==> config.mk <==
export PLATFORM = sky130hd
export DESIGN_NAME = tdss_engine
export DESIGN_NICKNAME = d
export VERILOG_FILES = /design/src/common/tdss_pkg.sv /design/src/logic/tdss_engine.sv
export SDC_FILE = /design/constraint.sdc
export NUM_CORES = 1
export LEC_CHECK = 0
export ABC_AREA = 0
export BUFFER_PORTS_ARGS = -buffer_cell sky130_fd_sc_hd__buf_2
export CORE_MARGIN = 4
export CORE_UTILIZATION = 35
export CTS_CLUSTER_DIAMETER = 200
export DETAILED_ROUTE_END_ITERATION = 8
export GPL_TIMING_DRIVEN = 0
export PLACE_DENSITY_LB_ADDON = 0.05
export SETUP_SLACK_MARGIN = 0.05
export SYNTH_ARGS = -nofsm -noshare
export SYNTH_HDL_FRONTEND = slang
export SYNTH_SLANG_ARGS = --single-unit
==> constraint.sdc <==
create_clock -name core_clk -period 4.4 [get_ports core_clk]
set_input_delay 0.66 -clock core_clk [delete_from_list [all_inputs] [get_ports core_clk]]
set_output_delay 0.66 -clock core_clk [all_outputs]
set_load 0.1 [all_outputs]
==> src/common/tdss_pkg.sv <==
// Shared constants and carriers for the transmit descriptor word 1/2 block.
// Assumes 16-bit word-wide shared buffer RAM with 24-bit byte addresses.
package tdss_pkg;

  // ----------------------------------------------------------------
  // Descriptor layout
  // ----------------------------------------------------------------
  localparam logic [23:0] DESC_W0_OFFSET  = 24'h000000;
  localparam logic [23:0] DESC_W1_OFFSET  = 24'h000002;
  localparam logic [23:0] DESC_W2_OFFSET  = 24'h000004;
  localparam int          DESC_SHIFT      = 3;
  localparam int          OWN_BIT         = 15;
  localparam int          ERR_BIT         = 14;
  localparam int          RSV_BIT         = 13;
  localparam int          MULTI_BIT       = 12;
  localparam int          SINGLE_BIT      = 11;
  localparam int          DEFER_BIT       = 10;
  localparam int          FIRST_BIT       = 9;
  localparam int          LAST_BIT        = 8;
  localparam int          ADDR_HI_MSB     = 7;
  localparam int          LEN_MSB         = 11;
  localparam logic [4:0]  RETRY_LIMIT     = 5'h10;
  localparam logic [6:0]  PTR_RESET       = 7'h00;
  localparam logic [15:0] WORD_RESET      = 16'h0000;
  localparam logic [23:0] ADDR_RESET      = 24'h000000;

  // ----------------------------------------------------------------
  // Carriers
  // ----------------------------------------------------------------
  typedef struct packed {
    logic        req;
    logic        we;
    logic [23:0] addr;
    logic [15:0] wdata;
  } tdss_mem_req_s;

  typedef struct packed {
    logic [23:0] start_addr;
    logic [11:0] length;
    logic        first;
    logic        last;
    logic        whole;
  } tdss_buf_s;

  typedef struct packed {
    logic       late_collision;
    logic       carrier_loss;
    logic       underflow;
    logic       deferred;
    logic [4:0] retry_count;
  } tdss_status_s;

  typedef enum logic [2:0] {
    TDSS_IDLE,
    TDSS_RD_W1,
    TDSS_RD_W0,
    TDSS_RD_W2,
    TDSS_SEND,
    TDSS_WR_W1,
    TDSS_ADVANCE
  } tdss_state_e;

endpackage : tdss_pkg

==> src/logic/tdss_engine.sv <==
// Transmit descriptor engine: polls word 1 of the current descriptor,
// fetches address and length, hands the buffer to the transmit engine,
// writes status back into word 1 and returns ownership to the host.
// Assumes the RAM and transmit engine share core_clk; no pin crossing.
`timescale 1ns/10ps

// Function
// - Bit 15 set means controller owns descriptor
// - Clear ownership when finished with buffer
// - Ownership change is the final write
// - No descriptor writes after ownership returned
// - Error bit is OR of four errors
// - Reserved bit 13 written as zero
// - Multi-retry flag for more than one retry
// - Single-retry flag for exactly one retry
// - Deferral flag when network was busy
// - First-buffer flag never changed by controller
// - Last-buffer flag never changed by controller
// - First and last set means whole packet
// - Word 1 low byte is address high
// - Word 2 low field is negated length
// - Length word at ring base plus 8n+4
// - Low address from word 0 joined high
// - Retries exhausted after 16 collision failures
// - Advance ring pointer modulo ring size
module tdss_engine (
  // Clock and reset
  input  wire logic                  core_clk,
  input  wire logic                  rstn,
  // Configuration
  input  wire logic                  tx_enable,
  input  wire logic [23:0]           ring_base,
  input  wire logic [2:0]            ring_len_log2,
  // Shared buffer RAM
  output tdss_pkg::tdss_mem_req_s    mem_req,
  input  wire logic                  mem_ack,
  input  wire logic [15:0]           mem_rdata,
  // Transmit engine
  output tdss_pkg::tdss_buf_s        buf_info,
  output logic                       buf_valid,
  input  wire logic                  tx_done,
  input  wire tdss_pkg::tdss_status_s tx_status,
  // Status
  output logic [6:0]                 ring_ptr,
  output logic                       retries_exhausted,
  output logic                       desc_error,
  output logic                       desc_returned
);

  // ----------------------------------------------------------------
  // Helpers
  // ----------------------------------------------------------------
  function automatic logic [23:0] desc_addr(
    input logic [23:0] base,
    input logic [6:0]  ptr,
    input logic [23:0] offset
  );
    logic [23:0] idx;
    idx       = {17'h00000, ptr};
    desc_addr = base + (idx << tdss_pkg::DESC_SHIFT) + offset;
  endfunction : desc_addr

  function automatic logic [6:0] ring_mask(input logic [2:0] log2);
    ring_mask = 7'((8'h01 << log2) - 8'h01);
  endfunction : ring_mask

  // ----------------------------------------------------------------
  // State
  // ----------------------------------------------------------------
  tdss_pkg::tdss_state_e   state_reg, state_next;
  tdss_pkg::tdss_mem_req_s mem_reg, mem_next;
  tdss_pkg::tdss_buf_s     buf_reg, buf_next;
  logic                    bvalid_reg, bvalid_next;
  logic [15:0]             w1_reg, w1_next;
  logic [6:0]              ptr_reg, ptr_next;
  logic                    rte_reg, rte_next;
  logic                    err_reg, err_next;
  logic                    ret_reg, ret_next;

  logic                    exhausted;
  logic                    any_error;
  logic [15:0]             status_word;

  // ----------------------------------------------------------------
  // Status word composition
  // ----------------------------------------------------------------
  always_comb begin
    exhausted = tx_status.retry_count >= tdss_pkg::RETRY_LIMIT;
    any_error = tx_status.late_collision | tx_status.carrier_loss |
                tx_status.underflow | exhausted;
    // Host-owned fields copied back unchanged from the fetched word 1
    status_word = w1_reg;
    status_word[tdss_pkg::OWN_BIT]    = 1'b0;
    status_word[tdss_pkg::ERR_BIT]    = w1_reg[tdss_pkg::ERR_BIT] |
                                        any_error;
    status_word[tdss_pkg::RSV_BIT]    = 1'b0;
    status_word[tdss_pkg::MULTI_BIT]  = w1_reg[tdss_pkg::MULTI_BIT] |
                                        (tx_status.retry_count > 5'h01);
    status_word[tdss_pkg::SINGLE_BIT] = w1_reg[tdss_pkg::SINGLE_BIT] |
                                        (tx_status.retry_count == 5'h01);
    status_word[tdss_pkg::DEFER_BIT]  = w1_reg[tdss_pkg::DEFER_BIT] |
                                        tx_status.deferred;
  end

  // ----------------------------------------------------------------
  // Descriptor sequencer
  // ----------------------------------------------------------------
  // Next state only; the other groups key off the same state register
  always_comb begin
    state_next = state_reg;
    unique case (state_reg)
      tdss_pkg::TDSS_IDLE: begin
        if (tx_enable) begin
          state_next = tdss_pkg::TDSS_RD_W1;
        end
      end
      tdss_pkg::TDSS_RD_W1: begin
        if (mem_ack) begin
          // Own bit clear: host still owns it, poll again, touch nothing
          if (mem_rdata[tdss_pkg::OWN_BIT]) begin
            state_next = tdss_pkg::TDSS_RD_W0;
          end else begin
            state_next = tdss_pkg::TDSS_IDLE;
          end
        end
      end
      tdss_pkg::TDSS_RD_W0: begin
        if (mem_ack) begin
          state_next = tdss_pkg::TDSS_RD_W2;
        end
      end
      tdss_pkg::TDSS_RD_W2: begin
        if (mem_ack) begin
          state_next = tdss_pkg::TDSS_SEND;
        end
      end
      tdss_pkg::TDSS_SEND: begin
        if (tx_done) begin
          state_next = tdss_pkg::TDSS_WR_W1;
        end
      end
      tdss_pkg::TDSS_WR_W1: begin
        if (mem_ack) begin
          state_next = tdss_pkg::TDSS_ADVANCE;
        end
      end
      tdss_pkg::TDSS_ADVANCE: begin
        state_next = tdss_pkg::TDSS_IDLE;
      end
      default: begin
        // Unused encoding: fall back to polling
        state_next = tdss_pkg::TDSS_IDLE;
      end
    endcase
  end

  always_ff @(posedge core_clk) begin
    if (!rstn) begin
      state_reg <= tdss_pkg::TDSS_IDLE;
    end else begin
      state_reg <= state_next;
    end
  end

  // ----------------------------------------------------------------
  // Shared RAM requests
  // ----------------------------------------------------------------
  // Request and qualifiers move on tx_enable in idle, on tx_done in send, and otherwise only on the acknowledge edge
  always_comb begin
    mem_next = mem_reg;
    unique case (state_reg)
      tdss_pkg::TDSS_IDLE: begin
        if (tx_enable) begin
          mem_next.req  = 1'b1;
          mem_next.we   = 1'b0;
          mem_next.addr = desc_addr(ring_base, ptr_reg,
                                    tdss_pkg::DESC_W1_OFFSET);
        end
      end
      tdss_pkg::TDSS_RD_W1: begin
        if (mem_ack) begin
          if (mem_rdata[tdss_pkg::OWN_BIT]) begin
            mem_next.addr = desc_addr(ring_base, ptr_reg,
                                      tdss_pkg::DESC_W0_OFFSET);
          end else begin
            mem_next.req = 1'b0;
          end
        end
      end
      tdss_pkg::TDSS_RD_W0: begin
        if (mem_ack) begin
          mem_next.addr = desc_addr(ring_base, ptr_reg,
                                    tdss_pkg::DESC_W2_OFFSET);
        end
      end
      tdss_pkg::TDSS_RD_W2: begin
        if (mem_ack) begin
          mem_next.req = 1'b0;
        end
      end
      tdss_pkg::TDSS_SEND: begin
        if (tx_done) begin
          // Single write carries status and the ownership release
          mem_next.req   = 1'b1;
          mem_next.we    = 1'b1;
          mem_next.addr  = desc_addr(ring_base, ptr_reg,
                                     tdss_pkg::DESC_W1_OFFSET);
          mem_next.wdata = status_word;
        end
      end
      tdss_pkg::TDSS_WR_W1: begin
        if (mem_ack) begin
          // Nothing more is written until the host hands it back
          mem_next.req = 1'b0;
          mem_next.we  = 1'b0;
        end
      end
      default: begin
        mem_next = mem_reg;
      end
    endcase
  end

  always_ff @(posedge core_clk) begin
    if (!rstn) begin
      mem_reg <= '{req: 1'b0, we: 1'b0, addr: tdss_pkg::ADDR_RESET,
                   wdata: tdss_pkg::WORD_RESET};
    end else begin
      mem_reg <= mem_next;
    end
  end

  // ----------------------------------------------------------------
  // Buffer offer to the transmit engine
  // ----------------------------------------------------------------
  always_comb begin
    buf_next    = buf_reg;
    bvalid_next = bvalid_reg;
    w1_next     = w1_reg;
    unique case (state_reg)
      tdss_pkg::TDSS_RD_W1: begin
        if (mem_ack) begin
          // Kept whole so host-owned bits go back unchanged
          w1_next = mem_rdata;
        end
      end
      tdss_pkg::TDSS_RD_W0: begin
        if (mem_ack) begin
          buf_next.start_addr = {w1_reg[tdss_pkg::ADDR_HI_MSB:0],
                                 mem_rdata};
        end
      end
      tdss_pkg::TDSS_RD_W2: begin
        if (mem_ack) begin
          // Top nibble ignored; length range is the host's duty
          buf_next.length = 12'(~mem_rdata[tdss_pkg::LEN_MSB:0] +
                                12'h001);
          buf_next.first  = w1_reg[tdss_pkg::FIRST_BIT];
          buf_next.last   = w1_reg[tdss_pkg::LAST_BIT];
          buf_next.whole  = w1_reg[tdss_pkg::FIRST_BIT] &
                            w1_reg[tdss_pkg::LAST_BIT];
          bvalid_next     = 1'b1;
        end
      end
      tdss_pkg::TDSS_SEND: begin
        if (tx_done) begin
          bvalid_next = 1'b0;
        end
      end
      default: begin
        bvalid_next = bvalid_reg;
      end
    endcase
  end

  always_ff @(posedge core_clk) begin
    if (!rstn) begin
      buf_reg    <= '0;
      bvalid_reg <= 1'b0;
      w1_reg     <= tdss_pkg::WORD_RESET;
    end else begin
      buf_reg    <= buf_next;
      bvalid_reg <= bvalid_next;
      w1_reg     <= w1_next;
    end
  end

  // ----------------------------------------------------------------
  // Completion events and ring pointer
  // ----------------------------------------------------------------
  // Pulses last one cycle; exhausted level holds until the next packet
  always_comb begin
    ptr_next = ptr_reg;
    rte_next = rte_reg;
    err_next = 1'b0;
    ret_next = 1'b0;
    if ((state_reg == tdss_pkg::TDSS_SEND) && tx_done) begin
      rte_next = exhausted;
      err_next = any_error;
    end
    // Pointer moves only after the ownership release has landed
    if (state_reg == tdss_pkg::TDSS_ADVANCE) begin
      ptr_next = (ptr_reg + 7'h01) & ring_mask(ring_len_log2);
      ret_next = 1'b1;
    end
  end

  always_ff @(posedge core_clk) begin
    if (!rstn) begin
      ptr_reg <= tdss_pkg::PTR_RESET;
      rte_reg <= 1'b0;
      err_reg <= 1'b0;
      ret_reg <= 1'b0;
    end else begin
      ptr_reg <= ptr_next;
      rte_reg <= rte_next;
      err_reg <= err_next;
      ret_reg <= ret_next;
    end
  end

  // ----------------------------------------------------------------
  // Outputs
  // ----------------------------------------------------------------
  assign mem_req           = mem_reg;
  assign buf_info          = buf_reg;
  assign buf_valid         = bvalid_reg;
  assign ring_ptr          = ptr_reg;
  assign retries_exhausted = rte_reg;
  assign desc_error        = err_reg;
  assign desc_returned     = ret_reg;

endmodule : tdss_engine
### Word level (Yosys, flattened, before mapping)

Index checks and enable logic that the tools add are counted.

| operators by class | value |
|---|---|
| add/sub/neg operators | 6 |
| order comparisons | 2 |
| equality and inequality tests | 15 |
| shifts and indexed selects | 1 |
| muxes and demuxes | 24 |
| bitwise logic cells | 10 |
| reductions and logical operators | 16 |

Operators by type and width:

| operator | number |
|---|---|
| case mux 24 bit (4 select lines) | 1 |
| two-way mux 24 bit | 3 |
| two-way mux 42 bit | 1 |
| two-way mux 26 bit | 1 |
| adder 24 x 10 -> 24 bit | 1 |
| adder 24 x 2 -> 24 bit, second input constant | 1 |
| adder 24 x 3 -> 24 bit, second input constant | 1 |
| two-way mux 3 bit | 6 |
| case mux 3 bit (6 select lines) | 1 |
| inequality test 2 bit, second input constant | 8 |
| adder 12 x 1 -> 12 bit, second input constant | 1 |
| inverter 12 bit | 1 |
| AND reduction 6 bit | 2 |
| AND reduction 2 bit | 5 |
| == test 3 bit, second input constant | 3 |
| adder 7 x 1 -> 7 bit, second input constant | 1 |
| bitwise AND 7 bit | 1 |
| OR 1 bit | 7 |
| AND reduction 7 bit | 1 |
| left shift 1 x 3 -> 7 bit, first input constant | 1 |
| subtractor 7 x 1 -> 7 bit, second input constant | 1 |
| == test 3 x 2 -> 1 bit, second input constant | 2 |
| two-way mux 1 bit | 6 |
| == test 5 x 1 -> 1 bit, second input constant | 1 |
| 16 further kinds | 17 |

| word-level totals | value |
|---|---|
| flip-flop bits (word level) | 108 |
| bits of input ports | 57 |
| output and inout port bits | 92 |
| logic and storage cells | 90 |

### Depth between registers and ports, before layout

Gate-level depths: netlist (run 1).

| depth | value |
|---|---|
| depth in word-level cells | 6 |
| gate-level depth with buffers | 11 |
| mapped depth without buffers | 11 |

### Least setup slack after synthesis (run 1)

OpenSTA, ideal clock, no wires.

| path | value |
|---|---|
| path type | register -> register |
| from | reg ptr_reg[0], in the netlist ring_ptr[0] |
| to | reg mem_reg, in the netlist mem_req[34] |
| library setup time | 0.120 ns |
| data arrival time | 3.918 ns |
| data required time | 4.280 ns |
| setup slack | 0.362 ns |
| cell stages (with the launch flop) | 12 |
| path buffers | 0 |
| clock period less this slack | 4.038 ns |
| cells stage by stage | dfxtp_1 ha_1 fa_1 a211oi_1 nor2_1 xor2_1 nand4_2 nor4_4 nand3b_1 o31ai_2 a21oi_1 o31a_1 |

| on the way | value |
|---|---|
| longest elaborated chain between the ends | 4 |
| elaborated cells on any way between the ends | 9 |
| those cells by class | 3 x add/sub; 6 x mux |

Ends and longest elaborated chain:

| item | line | text |
|---|---|---|
| start, declared | tdss_engine.sv:75 | `logic [6:0] ptr_reg, ptr_next;` |
| start signal, assigned | tdss_engine.sv:310 | `ptr_reg <= tdss_pkg::PTR_RESET;` |
| start signal, assigned | tdss_engine.sv:315 | `ptr_reg <= ptr_next;` |
| adder 24 x 10 -> 24 bit (*) | tdss_engine.sv:60 | `desc_addr = base + (idx << tdss_pkg::DESC_SHIFT) + offset;` |
| adder 24 x 2 -> 24 bit, or another cell as far along | tdss_engine.sv:60 |  |
| two-way mux 42 bit, or another cell as far along | tdss_engine.sv:202 | `if (tx_done) begin` |
| case mux 24 bit (4 select lines) (*) | tdss_engine.sv:171 | `unique case (state_reg)` |
| end signal, assigned | tdss_engine.sv:226 | `mem_reg <= '{req: 1'b0, we: 1'b0, addr: tdss_pkg::ADDR_RESET,` |
| end signal, assigned | tdss_engine.sv:229 | `mem_reg <= mem_next;` |
| end, declared | tdss_engine.sv:71 | `tdss_pkg::tdss_mem_req_s mem_reg, mem_next;` |

Mark *: on every way between the ends. The rest lies on a longest branch, timed or not. The select of a mux whose other input is x is not followed.
A chain may end at the register's enable or synchronous reset.

### Final worst setup path (run 1)

| path | value |
|---|---|
| from | reg ptr_reg[0], in the netlist ring_ptr[0] |
| to | reg mem_reg, in the netlist mem_req[32] |

Same word-level chain as after synthesis.

==> results of run 1 <==
-- worst paths after layout --
path	slack [ns]	cells past startpoint	start	end
min	0.45	2	buf_info[33]$_SDFFE_PN0P_	buf_info[33]$_SDFFE_PN0P_
max reg2reg	0.37	11	ring_ptr[0]$_SDFFE_PN0P_	mem_req[32]$_SDFFE_PN0P_
min reg2reg	0.45	2	buf_info[33]$_SDFFE_PN0P_	buf_info[33]$_SDFFE_PN0P_
max	0.37	11	ring_ptr[0]$_SDFFE_PN0P_	mem_req[32]$_SDFFE_PN0P_
-- layer usage --
metal  GRT usage [%]  vias to the layer above  wire length, µm  share of wire (%)
met3           5.041                       19             1180                5.8
met1           32.70                     2870            10760                 53
met4           5.044                        0              295                1.5
met5               0                        -                0                  0
li1                -                     3124                -                  -
met2           27.90                      180             8069                 40
-- power groups by stage --
stage	clock network (mW)	registers (mW)	logic [mW]
floorplan	0	1.44	0.320
global placement	0	1.09	0.898
detailed placement	0	1.09	0.896
CTS	0.812	1.06	0.899
global route	0.844	1.07	0.963
finish	0.783	1.06	0.902
-- cell type report --
| type | count | area (µm²) | area share [%] |
|---|---|---|---|
| multi-input cells | 638 | 3592 | 49.73 |
| well taps | 220 | 275.3 | 3.811 |
| repair buffers | 143 | 715.7 | 9.908 |
| clock inverters | 5 | 45.04 | 0.6236 |
| plain buffers | 46 | 182.7 | 2.529 |
| inverters | 10 | 37.54 | 0.5197 |
| clock buffers | 11 | 232.7 | 3.222 |
| flip-flops and latches | 107 | 2142 | 29.66 |
-- repair_timing --
action / 4_1_cts / 5_1_grt
hold buffers: 0 / 0
resized for setup: 0 / 1
setup endpoints to repair: 0 / 5
-- metrics by stage --
| stage | instance area (µm²) | utilization (%) | cells |
|---|---|---|---|
| after CTS | 7216 | 43.51 | 1180 |
| after detailed placement | 6938 | 41.84 | 1164 |
| after global routing | 7223 | 43.56 | 1180 |
| after floorplan | 5947 | - | 801 |
| final | 7223 | 43.56 | 1180 |
| after global placement | 6938 | 41.84 | 1164 |
-- worst max-delay path: stages, from the launching register on --
cell      delay [ns]
dfxtp_1         0.40
ha_1            0.26
fa_1            0.42
a211oi_1        0.52
nor2_1          0.15
xor2_2          0.47
nand4_2         0.30
nor4_4          0.46
nand3b_1        0.21
xor2_1          0.19
a221oi_1        0.43
nor2_1          0.09
-- cell usage after synthesis, types with 3 or more instances --
cell      number
nand2_1      180
dfxtp_1      107
a21oi_1      105
nor2_1        59
clkbuf_1      41
o21ai_0       35
nor3_1        33
xor2_1        27
nand3_1       21
xnor2_1       18
ha_1          11
or3_1         11
and3_1        10
inv_1         10
a31oi_1        7
nand2b_1       7
nand4_1        7
o211ai_1       7
nor2b_1        6
nor4_1         6
o31a_1         5
a211oi_1       4
a22oi_1        4
o221ai_1       4
o31ai_1        4
or4_1          4
a21boi_0       3
a21o_1         3
a221oi_1       3
and2_1         3
nand3b_1       3
nand4b_1       3
o22ai_1        3
-- logic make-up after synthesis --
logic type	share of synthesized area [%]
flops	36.04
compound gates	21.58
other cells	0.06310
buf+inv	3.705
mux	0.3369
fa+ha+maj	2.653
xor+xnor	6.632
simple gates	28.99
==> metrics.txt, run 1 <==
final hold vios 0; Rel. slew slack about 36%; ANT nets after route 0; I/O pin cnt approximately 150; Post-synth EDFFs 0; clock sinks 107; maximum clock frequency 0.2478 GHz; Setup crit start kind register; Hold Path Class register to register; via count 6,193; register area share after synthesis ~36%; Core Rows 47; PwrDens 380.7 nW/µm²; first-pass GRT wire length around 32 mm; final estimated routing congestion in global placement 0.8545; combinational share of power about a third; grt ovf 0; count of cell types in the netlist 70; Pint approximately 1.6 mW; Cell Area, Synth 5943 µm²; Nets slightly above 1k; die footprint ~19,000 µm²; Avg WL per Cell about 17 µm; Layout area overhead 21.54%; IO Port Bufs about 140; GRT Overall Usage between 20 and 25%; DR iter-0 viols around 470; post-DP HPWL around 15 mm; initial antenna violation count 0; critical path endpoint category register; leading cell type in the layout, fill and taps excluded nand2_1; Async S/R FF share, synth 0%; Clock Skew between 0.01 and 0.015 ns; DR DRC count 0; switching power around 1.1 mW; setup ws final 0.3651 ns; layout cells sized above 1 a little under a fifth; Starting Density a little over a third; unrepaired setup endpoints after global routing no; core footprint 16,580 µm²; Seq pwr share about 39%; Pleak approximately 2.9 nW; Sw Ratio about two fifths; Worst-path clk slew 0.08 ns; antenna cells 0; Chip Height ~140 µm; run status finished, final reports clean; setup bufs post-CTS 0; Place WS -0.1986 ns; worst endpoint data arrival time between 4 and 5 ns; Synth Flop Type dfxtp_1; CTS tree yes; most frequent cells in the layout nand2_1, buf_2, dfxtp_1; Avg Cell Area, Syn approximately 7.4 µm²; clock network power share 28.5%; Via density between 5 and 6; peak supply drop approximately 0.22 mV; post-layout min period just over 4 ns; Synth top area share a little over a third; count of final setup violators 0; number of buffers created by CTS 9; synth warn 0; Final Total Pwr about 2.8 mW; Cells after Synth 800; maxcap violations 0; crit path kind register to register; top cell type by total area after synthesis dfxtp_1; later-pin clock latency in the skew report around 0.35 ns; Chip Width approximately 140 µm; ranking of synthesized cells by area dfxtp_1, nand2_1, a21oi_1; Total Wirelength a little over 20 mm; Fill cells ~1.8k; max reg flops 40; worst path required time 4.63 ns; Min Hold Slack 0.4541 ns; CTS max path bufs 2; setup TNS 0 ns; CTS H-tree depth 3; maximum fanout along the worst path 10; count of pins over their slew limit 0; largest net degree at the start of global routing 19; DRT Pass-1 Iters 5; FF+latch count, synth about 110; Slew @ Worst Pin around 0.95 ns; vias in the first global route ~5.8k; Tcrit/Tclk final just over 90%; Root Buffer clkbuf_16
(Power assumes the default switching activity.)
==> run 2, diff against run 1 <==
--- a/config.mk
+++ b/config.mk
@@ -6,11 +6,12 @@
 export NUM_CORES = 1
 export LEC_CHECK = 0
 export ABC_AREA = 0
-export BUFFER_PORTS_ARGS = -buffer_cell sky130_fd_sc_hd__buf_2
+export ABC_CLOCK_PERIOD_IN_PS = 4400
 export CORE_MARGIN = 4
 export CORE_UTILIZATION = 35
 export CTS_CLUSTER_DIAMETER = 200
 export DETAILED_ROUTE_END_ITERATION = 8
+export DONT_BUFFER_PORTS = 1
 export GPL_TIMING_DRIVEN = 0
 export PLACE_DENSITY_LB_ADDON = 0.05
 export SETUP_SLACK_MARGIN = 0.05
==> run 2 against run 1 <==
  * First-iteration DRC count decreased by 39%
  * Combinational power decreased by 50%
  * Non-clock buffer count decreased by 143
  * Sequential power increased by 36%
  * Cell count decreased by 12%
  * Sequential share of layout area increased by 3.2 points
  * Via count decreased by 6.5%
  * Largest power group unchanged
  * Highest routed layer unchanged
==> metrics.txt, run 2 (synthesis results as in run 1) <==
DR DRC count 0 (unchanged); Root Buffer clkbuf_16; Via density 5.585 (+6.4%); cts-stage hold buffer count 0 (unchanged); Avg WL per Cell 20.09 µm (+17%); Starting Density 35.84% (unchanged); run status finished, final reports clean; Min Hold Slack 0.4248 ns (-0.02923 ns); vias in the first global route 5,477 (-5.4%); count of pins over their slew limit 0 (unchanged); hold depth 2 (unchanged); CTS-repair resized insts 5 (+5); DR iter-0 viols 284 (-39%); largest net degree at the start of global routing 20 (+1); critical path endpoint category register; post-layout min period 4.088 ns (+0.05355 ns); maximum clock frequency 0.2446 GHz (-1.3%); Chip Height 138.3 µm (unchanged); Fill cells 1,815 (-1.7%); register area 2150 µm² (+0.35%); DRT Pass-1 Iters 5 (unchanged); ANT nets after route 0 (unchanged); Pleak 2.183 nW (-24%); Worst-path clk slew 0.08 ns (about the same); I/O pin cnt 149 (unchanged); multi-input logic area 3616 µm² (+0.66%); final hold vios 0 (unchanged); initial antenna violation count 0 (unchanged); placed cells 1,021 (-12%); GRT Overall Usage 21.34% (+0.59 points); Nets 881 (-14%); Place WS -0.3297 ns (-0.1311 ns); number of buffers created by CTS 9 (unchanged); CTS max path bufs 2 (unchanged); core footprint 16,580 µm² (unchanged); via count 5,792 (-6.5%); maxcap violations 0 (unchanged); final estimated routing congestion in global placement 0.8755 (+2.5%); antenna cells 0 (unchanged); setup TNS 0 ns (unchanged); worst endpoint data arrival time 4.34 ns (+0.08 ns); Hold Path Class input pin to register; count of final setup violators 0 (unchanged); CTS H-tree depth 3 (unchanged); leading cell type in the layout, fill and taps excluded nand2_1; Clock Skew 0.01468 ns (+0.002647 ns); PwrDens 411.5 nW/µm² (+8.1%); Core Rows 47 (unchanged); setup bufs post-CTS 0 (unchanged); clock sinks 107 (unchanged); max reg flops 40 (unchanged); Layout area overhead 10.15%; unrepaired setup endpoints after global routing no; CTS tree yes; die footprint 19,130 µm² (unchanged); layout cells sized above 1 5.508% (-13 points); later-pin clock latency in the skew report 0.36 ns (about the same); fin util 39.47% (-4.1 points); Rel. slew slack 29.47% (-6.9 points); Tcrit/Tclk final 92.92% (+1.2 points); first-pass GRT wire length 32.76 mm (+1.2%); peak supply drop 0.3062 mV (+39%); maximum fanout along the worst path 10 (unchanged); crit path kind register to register; worst path required time 4.65 ns (+0.02 ns); IO Port Bufs 0 (-100%); grt ovf 0 (unchanged); Non-Filler Instances 1,037 (-12%); Total Wirelength 20.83 mm (+2.6%); post-DP HPWL 16.01 mm (+3.6%); Chip Width 138.3 µm (unchanged); setup ws final 0.3116 ns (-0.05355 ns); Setup crit start kind register; most frequent cells in the layout nand2_1, a21oi_1, dfxtp_1; cells on worst reg2reg path 10 (-1); Slew @ Worst Pin 1.057 ns (+0.1082 ns)
==> run 2: path summary, 6_finish.rpt <==
path                                               start                        end  slack (ns)
worst max register to register  ring_ptr[5]$_SDFFE_PN0P_   mem_req[39]$_SDFFE_PN0P_        0.31
worst min-delay path                        mem_rdata[7]  buf_info[22]$_SDFFE_PN0P_        0.42
worst max-delay path            ring_ptr[5]$_SDFFE_PN0P_   mem_req[39]$_SDFFE_PN0P_        0.31
worst min register to register    w1_reg[5]$_SDFFE_PN0P_  buf_info[36]$_SDFFE_PN0P_        0.47
==> run 2: report_power, final <==
group	leakage, nW	total (mW)	switching [mW]	internal [mW]
Clock	0.137	0.802	0.405	0.397
Sequential	0.872	1.44	0.408	1.03
Combinational	1.17	0.455	0.315	0.140
==> run 2: layout make-up <==
class | instances | area share (%)
Buffer | 46 | 2.791
Clock buffer | 10 | 3.498
Clock inverter | 6 | 0.8601
Inverter | 10 | 0.5734
Multi-Input combinational cell | 638 | 55.24
Sequential cell | 107 | 32.84
Tap cell | 220 | 4.205
==> run 2: per-stage QoR <==
stage | power, mW | cell area, µm²
floorplan | 1.760 | 5947
global placement | 1.904 | 6222
global route | 2.827 | 6546
detailed placement | 1.910 | 6222
CTS | 2.720 | 6520
finish | 2.694 | 6546
==> run 2: critical path: stages, from the launching register on <==
cell,delay (ns)
dfxtp_1,1.02
ha_1,0.40
o211ai_1,0.19
o21ai_2,0.28
xor2_1,0.34
o211ai_4,0.21
or4_4,0.60
nand4b_4,0.23
or4_1,0.44
a31oi_1,0.18
a21oi_1,0.09
==> run 2: routing by layer <==
| layer | global-route usage (%) | up-vias | share of wire, % | wire length (µm) |
|---|---|---|---|---|
| met4 | 3.796 | 0 | 0.97 | 203 |
| met5 | 0 | - | 0 | 0 |
| met1 | 30.62 | 2733 | 48 | 9910 |
| met3 | 7.977 | 18 | 9.4 | 1950 |
| met2 | 30.91 | 202 | 42 | 8770 |
| li1 | - | 2839 | - | - |
==> run 3, diff against run 2 <==
--- a/config.mk
+++ b/config.mk
@@ -5,8 +5,8 @@
 export SDC_FILE = /design/constraint.sdc
 export NUM_CORES = 1
 export LEC_CHECK = 0
-export ABC_AREA = 0
-export ABC_CLOCK_PERIOD_IN_PS = 4400
+export ABC_AREA = 1
+export ABC_CLOCK_PERIOD_IN_PS = 4680
 export CORE_MARGIN = 4
 export CORE_UTILIZATION = 35
 export CTS_CLUSTER_DIAMETER = 200
==> constraint.sdc (replaced) <==
create_clock -name core_clk -period 4.68 [get_ports core_clk]
set_input_delay 0.702 -clock core_clk [delete_from_list [all_inputs] [get_ports core_clk]]
set_output_delay 0.702 -clock core_clk [all_outputs]
set_load 0.1 [all_outputs]
==> run 3 against run 2 <==
  * Sequential share of layout area is 2.5 points lower
  * Critical path depth is 2 higher
  * Synthesized area is 9.2% higher
  * Highest routed layer unchanged
  * Clock skew is 0.0029 ns lower
  * Cell count is 19% higher
  * Sequential power is 62% higher
  * Maximum frequency is 6.6% higher
  * Global-route usage is 0.55 points higher
==> metrics.txt, run 3 <==
Clock Skew 0.01180 ns (-0.002881 ns); CTS H-tree depth 3 (unchanged); count of pins over their slew limit 0 (unchanged); clock sinks 107 (unchanged); core footprint 18,090 µm² (+9.1%); critical path endpoint category register; via count 6,450 (+11%); CTS tree yes; final estimated routing congestion in global placement 0.8649 (-1.2%); I/O pin cnt 149 (unchanged); final hold vios 0 (unchanged); leading cell type in the layout, fill and taps excluded nand2_1; Starting Density 35.90% (+0.059 points); Post-synth EDFFs 0 (unchanged); Chip Height 144.2 µm (+4.3%); Cells after Synth 988 (+24%); count of cell types in the netlist 45 (-36%); antenna cells 0 (unchanged); maximum clock frequency 0.2606 GHz (+6.6%); post-layout min period 3.837 ns (-0.2515 ns); DRT Pass-1 Iters 5 (unchanged); Async S/R FF share, synth 0% (unchanged); maximum fanout along the worst path 7 (-3); Root Buffer clkbuf_16; max reg flops 40 (unchanged); ANT nets after route 0 (unchanged); grt ovf 0 (unchanged); IO Port Bufs 0 (unchanged); synth cell count leaders nand2_1, nor2_1, dfxtp_1, nand3_1, inv_1; Nets 1,069 (+21%); worst endpoint data arrival time 4.08 ns (-0.26 ns); DR DRC count 0 (unchanged); later-pin clock latency in the skew report 0.36 ns (about the same); cts-stage hold buffer count 0 (unchanged); PwrDens 630.5 nW/µm² (+53%); FF+latch count, synth 107 (unchanged); Min Hold Slack 0.4629 ns (+0.03806 ns); Setup crit start kind register; run status finished, final reports clean; unrepaired setup endpoints after global routing no; count of final setup violators 0 (unchanged); Total Wirelength 22.85 mm (+9.7%); Cell Area, Synth 6492 µm² (+9.2%); Avg Cell Area, Syn 6.571 µm² (-12%); Rel. slew slack 17.56% (-12 points); worst path required time 4.92 ns (+0.27 ns); Worst-path clk slew 0.08 ns (about the same); number of buffers created by CTS 9 (unchanged); setup bufs post-CTS 0 (unchanged); Pleak 2.962 nW (+36%); ranking of synthesized cells by area dfxtp_1, nand2_1, nand3_1; largest net degree at the start of global routing 19 (-5.0%); maxcap violations 0 (unchanged); synth warn 0 (unchanged); Synth Flop Type dfxtp_1; layout cells sized above 1 11.54% (+6.0 points); GRT Overall Usage 21.89% (+0.55 points); Layout area overhead 8.769%; CTS-repair resized insts 0 (-5); Tcrit/Tclk final 81.99% (-11 points); Avg WL per Cell 18.52 µm (-7.8%); Via density 5.227 (-6.4%); Reg2Reg Setup Slack 0.84 ns (+0.53 ns); top cell type by total area after synthesis dfxtp_1; top-count cell post-synth nand2_1; register area share after synthesis 32.99% (-3.0 points); Slew @ Worst Pin 1.235 ns (+0.1783 ns); Hold Path Class register to register; Chip Width 144.2 µm (+4.3%); DR iter-0 viols 459 (+62%); peak supply drop 0.3743 mV (+22%); first-pass GRT wire length 35.33 mm (+7.8%); vias in the first global route 6,003 (+9.6%); initial antenna violation count 0 (unchanged); post-DP HPWL 17.83 mm (+11%); most frequent cells in the layout nand2_1, nor2_1, dfxtp_1; die footprint 20,790 µm² (+8.7%); Synth top area share 32.99% (-3.0 points); crit path kind register to register; Core Rows 49 (+4.3%); CTS max path bufs 2 (unchanged); Final Total Pwr 4.453 mW (+65%); setup TNS 0 ns (unchanged)
==> run 3: final timing paths <==
check / start / to / depth (start not counted)
hold / removal: w1_reg[12]$_SDFFE_PN0P_ / w1_reg[12]$_SDFFE_PN0P_ / 2
setup reg to reg: ring_ptr[0]$_SDFFE_PN0P_ / mem_req[32]$_SDFFE_PN0P_ / 12
setup / recovery: ring_ptr[0]$_SDFFE_PN0P_ / mem_req[32]$_SDFFE_PN0P_ / 12
hold reg to reg: w1_reg[12]$_SDFFE_PN0P_ / w1_reg[12]$_SDFFE_PN0P_ / 2
==> run 3: where the power goes <==
| group | switching (mW) | internal [mW] | leakage [nW] |
|---|---|---|---|
| sequential | 1.23 | 1.10 | 0.872 |
| clock | 0.381 | 0.369 | 0.129 |
| combinational | 0.981 | 0.386 | 1.96 |
==> run 3: cell type report <==
cell class / count / area [µm²]
plain buffers: 37 / 156.4
clock buffers: 10 / 229.0
clock inverters: 6 / 50.05
fillers: 1975 / 11020
inverters: 107 / 401.6
multi-input cells: 738 / 3796
flip-flops and latches: 107 / 2142
well taps: 229 / 286.5
==> run 3: cells by family after synthesis <==
kind of cell / count (synthesis) / share of synthesized area, %
simple gates: 511 / 36.94
compound gates: 197 / 16.82
fa+ha+maj: 12 / 2.428
flops: 107 / 32.99
xor+xnor: 16 / 2.158
buf+inv: 144 / 8.595
other cells: 1 / 0.05776
==> run 3: routing by layer <==
layer	part of all wire [%]	up-vias	track usage [%]
li1	-	3289	-
met1	49	2971	32.58
met4	0.46	0	3.289
met3	7.6	9	5.919
met2	43	181	32.26
met5	0	-	0
==> run 3: through the flow <==
| step | setup slack, ns | util, % | cell area [µm²] | cells |
|---|---|---|---|---|
| 2_1_floorplan | 1.677 | - | 6496 | 989 |
| 3_3_place_gp | 0.8958 | 37.50 | 6783 | 1218 |
| 3_5_place_dp | 0.9140 | 37.50 | 6783 | 1218 |
| 4_1_cts | 0.9069 | 39.05 | 7062 | 1234 |
| 5_1_grt | 0.6130 | 39.05 | 7062 | 1234 |
| 6_report | 0.8431 | 39.05 | 7062 | 1234 |
==> run 3: critical path, cell delays in order, from the launching register on <==
cell and delay [ns]:
dfxtp_1 1.05, ha_1 0.45, fa_1 0.30, nor2_1 0.07, nor2_2 0.27, nand3_2 0.22
nor2_1 0.56, nand2_1 0.18, nor2_1 0.15, xor2_1 0.14, o21ai_0 0.08, nor2_1 0.20
nor2_1 0.05
